===== config.mk =====
export PLATFORM = sky130hd
export DESIGN_NAME = autoneg_partner_status_regs
export DESIGN_NICKNAME = d
export VERILOG_FILES = /design/src/latch_high_bit.v /design/src/autoneg_partner_status_regs.v
export VERILOG_INCLUDE_DIRS = /design/src
export SDC_FILE = /design/constraint.sdc
export NUM_CORES = 1
export LEC_CHECK = 0
export ABC_AREA = 1
export BUFFER_PORTS_ARGS = -buffer_cell sky130_fd_sc_hd__buf_2
export CAP_MARGIN = 20
export CORE_ASPECT_RATIO = 1.4
export CORE_MARGIN = 5
export CORE_UTILIZATION = 27
export CTS_CLUSTER_DIAMETER = 30
export DETAILED_ROUTE_END_ITERATION = 10
export SYNTH_ARGS = -nofsm -noshare
export SYNTH_HDL_FRONTEND = slang
export SYNTH_SLANG_ARGS = --single-unit

===== constraint.sdc =====
create_clock -name hclk -period 2.7 [get_ports hclk]
set_input_delay 0.54 -clock hclk [delete_from_list [all_inputs] [get_ports hclk]]
set_output_delay 0.54 -clock hclk [all_outputs]
set_load 0.02 [all_outputs]

===== src/autoneg_consts.vh =====
// Purpose: Offsets, field positions, reset values for the negotiation status bank
// Assumes: Included by the bank and nothing else defines these names
// Notes:   Register indices times four give the byte offset inside a port window
`ifndef AUTONEG_CONSTS_VH
`define AUTONEG_CONSTS_VH

// Per-port window: byte address = port * 64 + index * 4
`define PORT_SHIFT        6
`define IDX_LSB           2
`define IDX_W             4
// Port window 0 holds the interrupt registers
`define IDX_IRQ_STATUS    4'h0
`define IDX_IRQ_MASK      4'h1
// Per-port registers sit at their PHY register numbers
`define IDX_LP_ABILITY    4'h5
`define IDX_EXP_STATUS    4'h6
`define IDX_NP_TRANSMIT   4'h7

// Partner base page ability fields
`define LP_NEXT_PAGE_BIT  15
`define LP_ACK_BIT        14
`define LP_FAULT_BIT      13
`define LP_RSVD_BIT       12
`define LP_PAUSE_MSB      11
`define LP_SELECTOR_MSB   4
`define LP_SELECTOR_IEEE  5'h01

// Expansion status fields
`define EXP_RSVD_W        11
`define EXP_PD_FAULT_BIT  4
`define EXP_LP_NP_BIT     3
`define EXP_NP_ABLE_BIT   2
`define EXP_PAGE_RX_BIT   1
`define EXP_LP_AN_BIT     0
`define EXP_NP_ABLE_RST   1'b1

// Next page transmit fields
`define NP_TOGGLE_BIT     11
`define NP_WR_MASK        16'hb7ff
`define NP_RST            16'h2001

// Interrupt events per port
`define IRQ_EV_PER_PORT   3
`define IRQ_EV_BASE_PAGE  0
`define IRQ_EV_PAGE_RX    1
`define IRQ_EV_PD_FAULT   2

`endif


===== src/latch_high_bit.v =====
// Purpose: One sticky status bit, set by a condition, cleared by a strobe
// Assumes: Condition and clear are synchronous to hclk
// Notes:   A set in the clearing cycle wins, so no event is lost
`timescale 1ns/1ps

module latch_high_bit (
	input  wire hclk,
	input  wire hresetn,
	input  wire ce,
	input  wire cond,
	input  wire clr,
	output wire q
);

	reg  bit_q;
	wire bit_d;

	// Condition still present keeps the bit set through a clear
	assign bit_d = cond | (bit_q & ~clr);
	assign q     = bit_q;

	always @(posedge hclk or negedge hresetn) begin
		if (!hresetn) begin
			bit_q <= 1'b0;
		end else if (ce) begin
			bit_q <= bit_d;
		end
	end

endmodule // latch_high_bit


===== src/autoneg_partner_status_regs.v =====
// Purpose: Per-port partner ability, expansion status and next page transmit registers
// Assumes: Negotiation engine drives page events synchronous to hclk
// Notes:   AHB-Lite slave; reads take one wait state, writes none
`timescale 1ns/1ps
`include "autoneg_consts.vh"

// Notes on behaviour
// - Partner ability word, selector in bits 4:0
// - Bit 14 set once partner word received
// - Bit 13 reports partner remote fault
// - Bits 11:10 give partner pause ability
// - Bits 9:5 report partner technology modes
// - Expansion bit 4 latches parallel detection fault
// - Expansion bit 3 shows partner next page ability
// - Expansion bit 2 constant one, local next page
// - Expansion bit 1 latches new page received
// - Expansion bit 0 shows partner negotiation ability
// - Next page bit 15 writable, reset zero
// - Bit 13 message page reset one; message 0x001
// - Bit 12 writable comply flag, reset zero
// - Bit 11 read-only toggle of previous word
module autoneg_partner_status_regs #(
	parameter NUM_PORTS = 5,
	parameter AW        = 12
) (
	input  wire                    hclk,
	input  wire                    hresetn,
	input  wire                    ce,
	input  wire                    hsel,
	input  wire [AW-1:0]           haddr,
	input  wire [1:0]              htrans,
	input  wire                    hwrite,
	input  wire [2:0]              hsize,
	input  wire [31:0]             hwdata,
	input  wire                    hready,
	output wire [31:0]             hrdata,
	output wire                    hreadyout,
	output wire                    hresp,
	input  wire [NUM_PORTS-1:0]    lp_page_load,
	input  wire [16*NUM_PORTS-1:0] lp_page_word,
	input  wire [NUM_PORTS-1:0]    lp_an_able,
	input  wire [NUM_PORTS-1:0]    par_fault,
	input  wire [NUM_PORTS-1:0]    page_rcvd,
	input  wire [NUM_PORTS-1:0]    np_toggle_load,
	input  wire [NUM_PORTS-1:0]    np_toggle_value,
	output wire [16*NUM_PORTS-1:0] np_tx_word,
	output wire                    irq
);

	localparam NEV = `IRQ_EV_PER_PORT * NUM_PORTS;

	localparam [1:0] ST_IDLE = 2'd0;
	localparam [1:0] ST_WR   = 2'd1;
	localparam [1:0] ST_RD1  = 2'd2;
	localparam [1:0] ST_RD2  = 2'd3;

	reg  [1:0]             st_q;
	reg  [1:0]             st_d;
	reg  [2:0]             port_q;
	reg  [`IDX_W-1:0]      idx_q;
	reg  [31:0]            hrdata_q;
	reg  [31:0]            rd_d;
	reg  [NEV-1:0]         irq_mask_q;
	wire [NEV-1:0]         irq_stat;
	wire [16*NUM_PORTS-1:0] lp_rd;
	wire [16*NUM_PORTS-1:0] exp_rd;
	wire [16*NUM_PORTS-1:0] np_rd;
	wire                   accept;
	wire                   wr_en;
	wire                   rd_en;
	wire                   own_win;
	wire                   port_ok;
	wire [2:0]             port_idx;
	wire [6:0]             port_base;

	// Bus side
	assign accept    = ce & hsel & htrans[1] & hready;
	// Read data is built in the first data cycle so a write just before lands first
	assign hreadyout = ce & (st_q != ST_RD1);
	assign hresp     = 1'b0;
	assign hrdata    = hrdata_q;
	assign wr_en     = ce & (st_q == ST_WR);
	assign rd_en     = ce & (st_q == ST_RD1);
	assign own_win   = (port_q == 3'd0);
	assign port_ok   = (port_q != 3'd0) && ({29'd0, port_q} <= NUM_PORTS);
	assign port_idx  = port_q - 3'd1;
	assign port_base = {port_idx, 4'b0000};

	always @* begin
		st_d = ST_IDLE;
		case (st_q)
			ST_RD1: begin
				st_d = ST_RD2;
			end
			ST_IDLE, ST_WR, ST_RD2: begin
				if (accept) begin
					st_d = hwrite ? ST_WR : ST_RD1;
				end else begin
					st_d = ST_IDLE;
				end
			end
			default: begin
				st_d = ST_IDLE;
			end
		endcase
	end

	always @(posedge hclk or negedge hresetn) begin
		if (!hresetn) begin
			st_q   <= ST_IDLE;
			port_q <= 3'd0;
			idx_q  <= {`IDX_W{1'b0}};
		end else if (ce) begin
			st_q <= st_d;
			if (accept) begin
				port_q <= haddr[`PORT_SHIFT+2:`PORT_SHIFT];
				idx_q  <= haddr[`IDX_LSB+`IDX_W-1:`IDX_LSB];
			end
		end
	end

	// Per-port register bank
	genvar p;
	genvar k;
	generate
		for (p = 0; p < NUM_PORTS; p = p + 1) begin : g_port
			reg  [15:0] lp_word_q;
			reg         lp_rcvd_q;
			reg  [15:0] np_q;
			reg         np_tog_q;
			wire        sel;
			wire        exp_rd_clr;
			wire        pd_fault_lh;
			wire        page_rx_lh;
			wire [`IRQ_EV_PER_PORT-1:0] ev;

			assign sel        = (port_q == p + 1);
			assign exp_rd_clr = rd_en & sel & (idx_q == `IDX_EXP_STATUS);

			always @(posedge hclk or negedge hresetn) begin
				if (!hresetn) begin
					lp_word_q <= 16'h0000;
					lp_rcvd_q <= 1'b0;
				end else if (ce && lp_page_load[p]) begin
					lp_word_q <= lp_page_word[16*p +: 16];
					lp_rcvd_q <= 1'b1;
				end
			end

			// Selector, fault, pause and technology bits pass as the partner sent them
			assign lp_rd[16*p +: 16] = {lp_word_q[`LP_NEXT_PAGE_BIT],
				lp_rcvd_q,
				lp_word_q[`LP_FAULT_BIT],
				1'b0,
				lp_word_q[`LP_PAUSE_MSB:`LP_PAUSE_MSB-1],
				lp_word_q[9:5],
				lp_word_q[`LP_SELECTOR_MSB:0]};

			latch_high_bit u_pd_fault (
				.hclk    (hclk),
				.hresetn (hresetn),
				.ce      (ce),
				.cond    (par_fault[p]),
				.clr     (exp_rd_clr),
				.q       (pd_fault_lh)
			);

			latch_high_bit u_page_rx (
				.hclk    (hclk),
				.hresetn (hresetn),
				.ce      (ce),
				.cond    (page_rcvd[p]),
				.clr     (exp_rd_clr),
				.q       (page_rx_lh)
			);

			assign exp_rd[16*p +: 16] = {{`EXP_RSVD_W{1'b0}},
				pd_fault_lh,
				lp_word_q[`LP_NEXT_PAGE_BIT],
				`EXP_NP_ABLE_RST,
				page_rx_lh,
				lp_an_able[p]};

			always @(posedge hclk or negedge hresetn) begin
				if (!hresetn) begin
					np_q     <= `NP_RST;
					np_tog_q <= 1'b0;
				end else if (ce) begin
					if (wr_en && sel && idx_q == `IDX_NP_TRANSMIT) begin
						np_q <= hwdata[15:0] & `NP_WR_MASK;
					end
					if (np_toggle_load[p]) begin
						np_tog_q <= np_toggle_value[p];
					end
				end
			end

			// Toggle is never taken from software data
			assign np_rd[16*p +: 16] = (np_q & `NP_WR_MASK)
				| ({15'd0, np_tog_q} << `NP_TOGGLE_BIT);
			assign np_tx_word[16*p +: 16] = np_rd[16*p +: 16];

			// Interrupt events; a level fault keeps re-setting until it ends
			assign ev[`IRQ_EV_BASE_PAGE] = lp_page_load[p];
			assign ev[`IRQ_EV_PAGE_RX]   = page_rcvd[p];
			assign ev[`IRQ_EV_PD_FAULT]  = par_fault[p];

			for (k = 0; k < `IRQ_EV_PER_PORT; k = k + 1) begin : g_ev
				latch_high_bit u_stat (
					.hclk    (hclk),
					.hresetn (hresetn),
					.ce      (ce),
					.cond    (ev[k]),
					.clr     (wr_en & own_win & (idx_q == `IDX_IRQ_STATUS)
						& hwdata[`IRQ_EV_PER_PORT*p+k]),
					.q       (irq_stat[`IRQ_EV_PER_PORT*p+k])
				);
			end
		end
	endgenerate

	always @(posedge hclk or negedge hresetn) begin
		if (!hresetn) begin
			irq_mask_q <= {NEV{1'b0}};
		end else if (wr_en && own_win && idx_q == `IDX_IRQ_MASK) begin
			irq_mask_q <= hwdata[NEV-1:0];
		end
	end

	assign irq = |(irq_stat & irq_mask_q);

	// Read mux; unmapped words read zero
	always @* begin
		rd_d = 32'h0000_0000;
		if (own_win) begin
			case (idx_q)
				`IDX_IRQ_STATUS: begin
					rd_d[NEV-1:0] = irq_stat;
				end
				`IDX_IRQ_MASK: begin
					rd_d[NEV-1:0] = irq_mask_q;
				end
				default: begin
					rd_d = 32'h0000_0000;
				end
			endcase
		end else if (port_ok) begin
			case (idx_q)
				`IDX_LP_ABILITY: begin
					rd_d[15:0] = lp_rd[port_base +: 16];
				end
				`IDX_EXP_STATUS: begin
					rd_d[15:0] = exp_rd[port_base +: 16];
				end
				`IDX_NP_TRANSMIT: begin
					rd_d[15:0] = np_rd[port_base +: 16];
				end
				default: begin
					rd_d = 32'h0000_0000;
				end
			endcase
		end
	end

	// Value captured before the clear-on-read takes effect
	always @(posedge hclk or negedge hresetn) begin
		if (!hresetn) begin
			hrdata_q <= 32'h0000_0000;
		end else if (rd_en) begin
			hrdata_q <= rd_d;
		end
	end

endmodule // autoneg_partner_status_regs


---- Yosys cells after proc, flatten, opt, wreduce, memory -nomap -nowiden ----
Cells that the tools add are included.
word-level totals
  word-level logic and storage cells ...... 219
  bits of input ports ..................... 165
  register bits after elaboration ......... 241
operators by class
  bitwise logic cells ..................... 109
  reductions and logical operators ........ 35
  $lt $le $gt $ge ......................... 1
  equal/unequal tests ..................... 13
  $add $sub $neg .......................... 1
  multiplexer cells ....................... 7
  shift operators ......................... 3
operators with widths
  cell                  number
  $shiftx A80 B8 Y16    3
  $or A16 B12 Y16       5
  $and A1 B1 Y1         58
  $pmux W16 S3          1
  $mux W16              2
  $pmux W15 S2          1
  $or A1 B1 Y1          25
  $reduce_and A2 Y1     11
  $not A1 Y1            20
  $logic_and A1 B1 Y1   18
  $and A15 B15 Y15      1
  $reduce_or A15 Y1     1
  $eq A4 B3 Y1 const B  3
  $eq A3 B2 Y1 const B  2
  $eq A3 B3 Y1 const B  2
  $eq A2 B2 Y1 const B  2
  $eq A4 B1 Y1 const B  1
  $logic_not A4 Y1      1
  $mux W2               2
  $pmux W2 S2           1
  $eq A3 B1 Y1 const B  1
  $le A3 B3 Y1 const B  1
  $logic_not A3 Y1      1
  $reduce_bool A3 Y1    1
  other kinds (5)       5

---- Logic depth before layout (Yosys ltp) ----
Gate-level depths: netlist of the first run.
  depth in word-level cells ............... 8
  mapped depth ............................ 15
  gate-level depth less buffers ........... 12

---- Modules after synthesis ----
Synthesis of the first run repeated with hierarchy kept, for this count alone.
unflattened totals
  cells, all modules ...................... 1305
  area, all modules ....................... 10784.1 um^2
by module, submodules not included
  module                       area an instance (um^2)  sequential area each (um^2)  instances  cells an instance
  autoneg_partner_status_regs  9783.1                   4767.1                       1          1180
  latch_high_bit               40.0                     25.0                         25         5

---- Least setup slack after synthesis of the first run ----
OpenSTA, ideal clock, no wires.
  path type ............................... register -> register
  start point ............................. register port_q[0]
  end point ............................... register hrdata_q[10] (netlist: hrdata[10])
  slack ................................... 0.444 ns
  data arrival time ....................... 2.135 ns
  stages on the path, launching flop included .. 14
  cell sequence ........................... dfrtp_1 > buf_2 > inv_2 > buf_2 > buf_2 > ha_1 > buf_2 > nand2_1 > inv_2 > buf_2 > a21oi_1 > nor2_1 > nand2_1 > a21boi_1
on the way
  cells in the longest elaborated chain, start to end .. 5
  elaborated cells between the ends (all ways) .. 11
  those cells by class .................... add/sub: 1; order compare: 1; shift: 3; mux: 3; reduce/logical: 3
RTL lines
  what                                   line                                                                                                     text
  start, declared                        autoneg_partner_status_regs.v:59                                                                         reg [2:0] port_q;
  start signal, assigned                 autoneg_partner_status_regs.v:116                                                                        port_q <= haddr[`PORT_SHIFT+2:`PORT_SHIFT];
  $sub A3 B1 Y3                          autoneg_partner_status_regs.v:86                                                                         assign port_idx = port_q - 3'd1;
  $shiftx A80 B8 Y16 (on tied branches)  autoneg_partner_status_regs.v:256, autoneg_partner_status_regs.v:250, autoneg_partner_status_regs.v:253
  $pmux W16 S3                           autoneg_partner_status_regs.v:248                                                                        case (idx_q)
  $mux W16                               autoneg_partner_status_regs.v:247                                                                        end else if (port_ok) begin
  $mux W16 (*)                           autoneg_partner_status_regs.v:235                                                                        if (own_win) begin
  end signal, assigned                   autoneg_partner_status_regs.v:270                                                                        hrdata_q <= rd_d;
  end, declared                          autoneg_partner_status_regs.v:61                                                                         reg [31:0] hrdata_q;
Every way passes the cells marked *; elsewhere a longest branch is shown, timed or not.
A chain may end at the register's enable or synchronous reset.

---- Worst setup path after layout of the first run ----
  start point ............................. register g_port[2].g_ev[1].u_stat.bit_q
  end point ............................... output port irq
on the way
  cells in the longest elaborated chain, start to end .. 2
RTL lines
  what                    line                               text
  start, declared         latch_high_bit.v:15                reg bit_q;
  start signal, assigned  latch_high_bit.v:26                bit_q <= bit_d;
  $and A15 B15 Y15        autoneg_partner_status_regs.v:230  assign irq = |(irq_stat & irq_mask_q);
  $reduce_or A15 Y1       autoneg_partner_status_regs.v:230
  end, declared           autoneg_partner_status_regs.v:47   output wire irq
No other way between the ends.

==> flow_summary.yaml, run 1 <==
outcome:
  status: "complete, no violations"
sta:
  finalSetupViolations: 0
  relSlewSlack: 0.484
  min_period_over_period: 0.902
  period_needed_ns: 2.43
  drv_slew: 0
  fin_setup_tns_ns: 0
  fmax_mhz: 411
  tightest_slew_ns: 0.772
  hold_viol_final: 0
  grt_setup_unrepaired: "no"
  skew_ns: 0.0229
yosys:
  yosysSeqAreaShare: 0.510
  synth-seq-cells: 215
  synth_edf_count: 0
  synth_area_per_cell_um2: 8.60
  ys_types: 39
  postSynth.asyncResetShare: 1.00
  synth_cells: 1231
  syn_area_mm2: 0.0106
  yosysWarningCount: 0
  ys.flop_type: "dfrtp_1"
clocking:
  clock-sinks: 215
  cts_buffer_depth: 3
  cts_setup_buffers: 0
  h-tree-depth: 2
  path_clk_slew_ns: 0.06
  post_cts_resize_count: 0
  cts_buffers: 38
  cts_tree: "done"
  cts-root-buf: "clkbuf_16"
  cts_hold_buf: 0
  clk_latency_ns: 0.52
worst_setup_path:
  cp_slowest_cell: "or4_1"
  end_kind: "output port"
  slowest_delay_ns: 0.54
  path_cells: "nand2_1 > nand4_1 > or4_1 > buf_2"
  crit_family: "simple AND/OR/NAND/NOR gates"
  timing.rr.end: "hrdata[2]$_DFFE_PN0P_"
  rrSetupSlack_ns: 0.37
  crit_buf_inv: 1
  critPathRequiredTime_ns: 2.16
  worstSetupStartpointType: "register"
  arrival_ns: 1.89
  worstSetupPathType: "register to output port"
  cp-startpoint: "g_port[2].g_ev[1].u_stat.q$_DFFE_PN0P_"
  path_max_fanout: 3
  reg2reg_depth: 9
  endpoint: "irq"
  r2r-start: "port_q[1]$_DFFE_PN0P_"
  cp.depth: 4
hold_path:
  holdCritPathClass: "input pin to async pin"
cells_and_area:
  layout-drive-gt1-share: 0.295
  final_cell_mix: "393 x nand2_1, 221 x buf_2, 205 x dfrtp_1"
  final_area_mm2: 0.0135
  syn_to_final_growth_pct: 27.6
  final_util: 0.350
  final_common_cell: "nand2_1"
  nFillCells: 4049
  nets: 1626
placement:
  placed_area_mm2: 0.0122
  port_buffers: 222
  gp_congestion: 0.879
  place.detailed.hpwl_mm: 29.9
floorplanning:
  ios: 280
  die_area_mm2: 0.0433
  initial_core_util: 0.274
  core_mm2: 0.0386
  die_x_um: 177
  die_y_um: 244
  rows: 85
routing:
  final_antenna_net_count: 0
  drt_iter0_drc: 532
  drt_first_pass_iters: 5
  vias: 9346
  vias_per_cell: 4.66
  drc_errors: 0
  wl_mm: 40.3
  wl_per_cell_um: 20.1
global_routing:
  grt_pass1_wl_mm: 59.6
  grt_start_max_net_pins: 76
  antenna_found_initial: 1
  grt_pass1_vias: 9616
  grt_overflow: 0
  grt_use_total: 0.183
power_and_ir_drop:
  finalPower_uw: 11500
  ir_drop_mv: 0.417
  p_leak_uw: 0.00662
  power_density_mw_per_mm2: 855
job:
  maxCapViolations: 0
-- sequential cells by signal (all words and copies together), names as in the netlist --
name / count
g_port.np_tog_q: 5
g_port.lp_rcvd_q: 5
g_port.g_ev.u_stat.q: 15
g_port.u_page_rx.q: 5
port_q: 3
st_q: 2
g_port.np_q: 70
hrdata: 16
irq_mask_q: 15
g_port.lp_word_q: 70
idx_q: 4
g_port.u_pd_fault.q: 5
-- Yosys cell counts, types with 4 or more instances --
| cell | number | area, um2 |
|---|---|---|
| nand2_1 | 393 | 1480 |
| dfrtp_1 | 205 | 5130 |
| o21ai_0 | 103 | 515 |
| nand3_1 | 91 | 455 |
| inv_1 | 79 | 297 |
| mux2_2 | 64 | 721 |
| a21oi_1 | 55 | 275 |
| nor2_1 | 43 | 161 |
| buf_4 | 30 | 225 |
| buf_2 | 27 | 135 |
| clkbuf_1 | 17 | 63.8 |
| o21ai_1 | 16 | 80.1 |
| o21ai_2 | 14 | 123 |
| or2_2 | 13 | 81.3 |
| dfstp_2 | 10 | 263 |
| a21boi_1 | 9 | 67.6 |
| buf_6 | 8 | 90.1 |
| a31oi_1 | 6 | 37.5 |
| inv_2 | 6 | 22.5 |
| buf_1 | 5 | 18.8 |
| ha_1 | 5 | 62.6 |
| nand2_4 | 4 | 45.0 |
| nand4_1 | 4 | 25.0 |
-- where the power goes --
group	internal, uW	switching, uW	leakage [uW]
clock	3070	1770	0.000616
combinational	973	1800	0.00343
sequential	3640	288	0.00258
total	7680	3860	0.00662
-- cell type report --
| class | count | area, um2 | area share |
|---|---|---|---|
| Inverter | 86 | 323 | 0.0239 |
| Multi-Input combinational cell | 864 | 4420 | 0.327 |
| Timing Repair Buffer | 251 | 1430 | 0.106 |
| Antenna cell | 1 | 2.50 | 0.000185 |
| Sequential cell | 215 | 5390 | 0.399 |
| Tap cell | 522 | 653 | 0.0484 |
| Clock buffer | 43 | 990 | 0.0733 |
| Clock inverter | 25 | 295 | 0.0219 |
-- cell families after synthesis --
kind of cell | synth area share
muxes | 0.0681
xor gates and xnor gates | 0.000828
and+or+nand+nor | 0.222
AOI/OAI and AO/OA | 0.112
adders and majority gates | 0.00591
buffers and inverters | 0.0809
other | 0.000354
DFF | 0.510
-- layer usage --
metal / vias up / wire length (um) / GRT usage
met2: 300 / 20500 / 0.324
met5: - / 0 / 0
li1: 4423 / - / -
met3: 86 / 2220 / 0.0331
met4: 0 / 2400 / 0.0981
met1: 4537 / 15200 / 0.208
-- how the worst min path moves through the flow --
stage	start	endpoint	slack [ns]	cells past startpoint
4_1_cts	hresetn	g_port[2].lp_word_q[7]$_DFFE_PN0P_	0.08	1
6_report	hresetn	g_port[2].lp_word_q[7]$_DFFE_PN0P_	0.06	1
3_3_place_gp	g_port[2].lp_rcvd_q$_DFFE_PN0P_	g_port[2].lp_rcvd_q$_DFFE_PN0P_	0.43	2
2_1_floorplan	hresetn	g_port[0].g_ev[0].u_stat.q$_DFFE_PN0P_	0.24	0
5_1_grt	hresetn	g_port[2].lp_word_q[4]$_DFFE_PN0P_	0.11	1
3_5_place_dp	g_port[2].lp_rcvd_q$_DFFE_PN0P_	g_port[2].lp_rcvd_q$_DFFE_PN0P_	0.45	2
-- stage by stage --
step / setup slack (ns) / hold WS (ns) / cells
finish: 0.265 / 0.0552 / 2007
global route: 0.172 / 0.108 / 2006
CTS: 0.227 / 0.0824 / 2006
detailed placement: 0.465 / 0.449 / 1938
global placement: 0.457 / 0.435 / 1938
floorplan: 0.444 / 0.244 / 1252
Power figures use the tool's default switching activity.
==> inputs of run 2 (changes only) <==
--- a/config.mk
+++ b/config.mk
@@ -9,11 +9,15 @@
 export ABC_AREA = 1
 export BUFFER_PORTS_ARGS = -buffer_cell sky130_fd_sc_hd__buf_2
 export CAP_MARGIN = 20
+export CELL_PAD_IN_SITES_DETAIL_PLACEMENT = 0
+export CELL_PAD_IN_SITES_GLOBAL_PLACEMENT = 2
 export CORE_ASPECT_RATIO = 1.4
 export CORE_MARGIN = 5
 export CORE_UTILIZATION = 27
 export CTS_CLUSTER_DIAMETER = 30
 export DETAILED_ROUTE_END_ITERATION = 10
+export GPL_ROUTABILITY_DRIVEN = 0
+export PLACE_DENSITY_LB_ADDON = 0.1
 export SYNTH_ARGS = -nofsm -noshare
 export SYNTH_HDL_FRONTEND = slang
 export SYNTH_SLANG_ARGS = --single-unit
==> run 2 against run 1 <==
  * Non-clock buffer count is 1 higher
  * Die area did not move
  * Sequential cell count did not move
  * Sequential power is essentially flat
  * Power is 24% higher
  * Final area increased by 6.5%
  * Register-to-register slack improved by 0.11 ns
  * Critical path depth is the same
  * Routed wire length up 2.6%
  * Largest cell class unchanged
==> flow_summary.yaml, run 2 (synthesis results as in run 1) <==
sta:
  timing.final.ws_setup_ns: 0.294
  period_needed_ns: 2.41
  fin_setup_tns_ns: 0
  hold_viol_final: 0
  fmax_mhz: 416
  finalSetupViolations: 0
  min_period_over_period: 0.891
  grt_setup_unrepaired: "no"
  skew_ns: 0.0143
  drv_slew: 0
  relSlewSlack: 0.423
  tightest_slew_ns: 0.865
clocking:
  cts-root-buf: "clkbuf_16"
  cts_setup_buffers: 0
  clk_latency_ns: 0.56
  clock-sinks: 215
  cts_buffers: 57
  path_clk_slew_ns: 0.04
  h-tree-depth: 2
  cts_buffer_depth: 3
  cts_tree: "done"
worst_setup_path:
  arrival_ns: 1.87
  end_kind: "output port"
  worstSetupPathType: "register to output port"
  critPathRequiredTime_ns: 2.16
  path_max_fanout: 3
  worstSetupStartpointType: "register"
  rrSetupSlack_ns: 0.48
cells_and_area:
  final_cell_mix: "393 x nand2_1, 221 x buf_2, 205 x dfrtp_1"
  final_common_cell: "nand2_1"
  final_util: 0.373
  nets: 1646
  syn_to_final_growth_pct: 35.9
  nFillCells: 4064
  layout-drive-gt1-share: 0.308
  num_antenna_cells: 0
  multi_input_area_mm2: 0.00442
  regArea_mm2: 0.00539
  final_area_mm2: 0.0144
floorplanning:
  rows: 85
  core_mm2: 0.0386
  ios: 280
  die_y_um: 244
  die_area_mm2: 0.0433
  initial_core_util: 0.274
  die_x_um: 177
placement:
  place.detailed.hpwl_mm: 29.5
  placed_area_mm2: 0.0122
  dpl_worst_slack_ns: 0.436
  port_buffers: 222
global_routing:
  grt_start_max_net_pins: 68
  grt_pass1_wl_mm: 62.4
  grt_use_total: 0.192
  grt_pass1_vias: 9741
  grt_overflow: 0
  antenna_found_initial: 1
power_and_ir_drop:
  power_density_mw_per_mm2: 994
  p_leak_uw: 0.00707
  ir_drop_mv: 0.393
routing:
  drt_iter0_drc: 491
  vias: 9223
  wl_mm: 41.4
  drt_first_pass_iters: 6
  final_antenna_net_count: 0
  vias_per_cell: 4.51
  wl_per_cell_um: 20.2
  drc_errors: 0
outcome:
  status: "complete, no violations"
job:
  maxCapViolations: 0
hold_path:
  holdCritPathClass: "input pin to register"
-- run 2: cell count changes in the layout (fill, tap and decap cells not counted), sizes merged --
| cell | previous run | this run |
|---|---|---|
| bufinv | 4 | 15 |
| diode | 1 | 0 |
| clkinvlp | 5 | 2 |
| clkbuf | 44 | 79 |
| buf | 250 | 251 |
| clkinv | 13 | 10 |
| dlygate4sd3 | 0 | 1 |
| inv | 89 | 86 |
-- run 2: timing repair --
action                    in CTS  in global routing
hold buffers                   1                  0
hold endpoints to repair      35                  0
resized for setup              0                  0
-- run 2: metal layers --
metal  global-route usage  wire length (um)
met3               0.0402              2210
met1                0.247             17700
met2                0.324             20300
met5                    0                 0
met4               0.0569              1090
-- run 2: metrics by stage --
step | power [uW] | hold WS [ns] | std cells
2_1_floorplan | 5610 | 0.244 | 1252
3_3_place_gp | 6740 | 0.433 | 1938
3_5_place_dp | 6760 | 0.439 | 1938
4_1_cts | 14500 | 0.138 | 2045
5_1_grt | 15000 | 0.159 | 2045
6_report | 14300 | 0.173 | 2045
-- run 2: final cells by class --
class                   count  share of cell area
flip-flops and latches    215               0.375
multi-input cells         864               0.307
clock buffers              79               0.115
repair buffers            252              0.0990
well taps                 522              0.0454
clock inverters            27              0.0361
inverters                  86              0.0224
-- run 2: critical path: stages, from the launching register on --
cell     delay [ns]
dfrtp_1        0.38
nand2_1        0.09
nand4_1        0.12
or4_1          0.55
buf_2          0.18
-- run 2: final timing paths --
kind / start / to / cells after the start
min: np_toggle_load[3] / g_port[3].np_tog_q$_DFFE_PN0P_ / 2
min reg2reg: g_port[2].lp_rcvd_q$_DFFE_PN0P_ / g_port[2].lp_rcvd_q$_DFFE_PN0P_ / 2
max in group asynchronous: hresetn / g_port[1].np_q[0]$_DFFE_PN1P_ / 3
min in group asynchronous: hresetn / st_q[0]$_DFFE_PN0P_ / 2
max: g_port[3].g_ev[0].u_stat.q$_DFFE_PN0P_ / irq / 4
max reg2reg: port_q[0]$_DFFE_PN0P_ / hrdata[11]$_DFFE_PN0P_ / 8
-- run 2: power by group --
| part | leakage (uW) | switching, uW | internal, uW |
|---|---|---|---|
| clock network | 0.00106 | 2020 | 5630 |
| logic | 0.00343 | 1720 | 969 |
| registers | 0.00258 | 305 | 3650 |
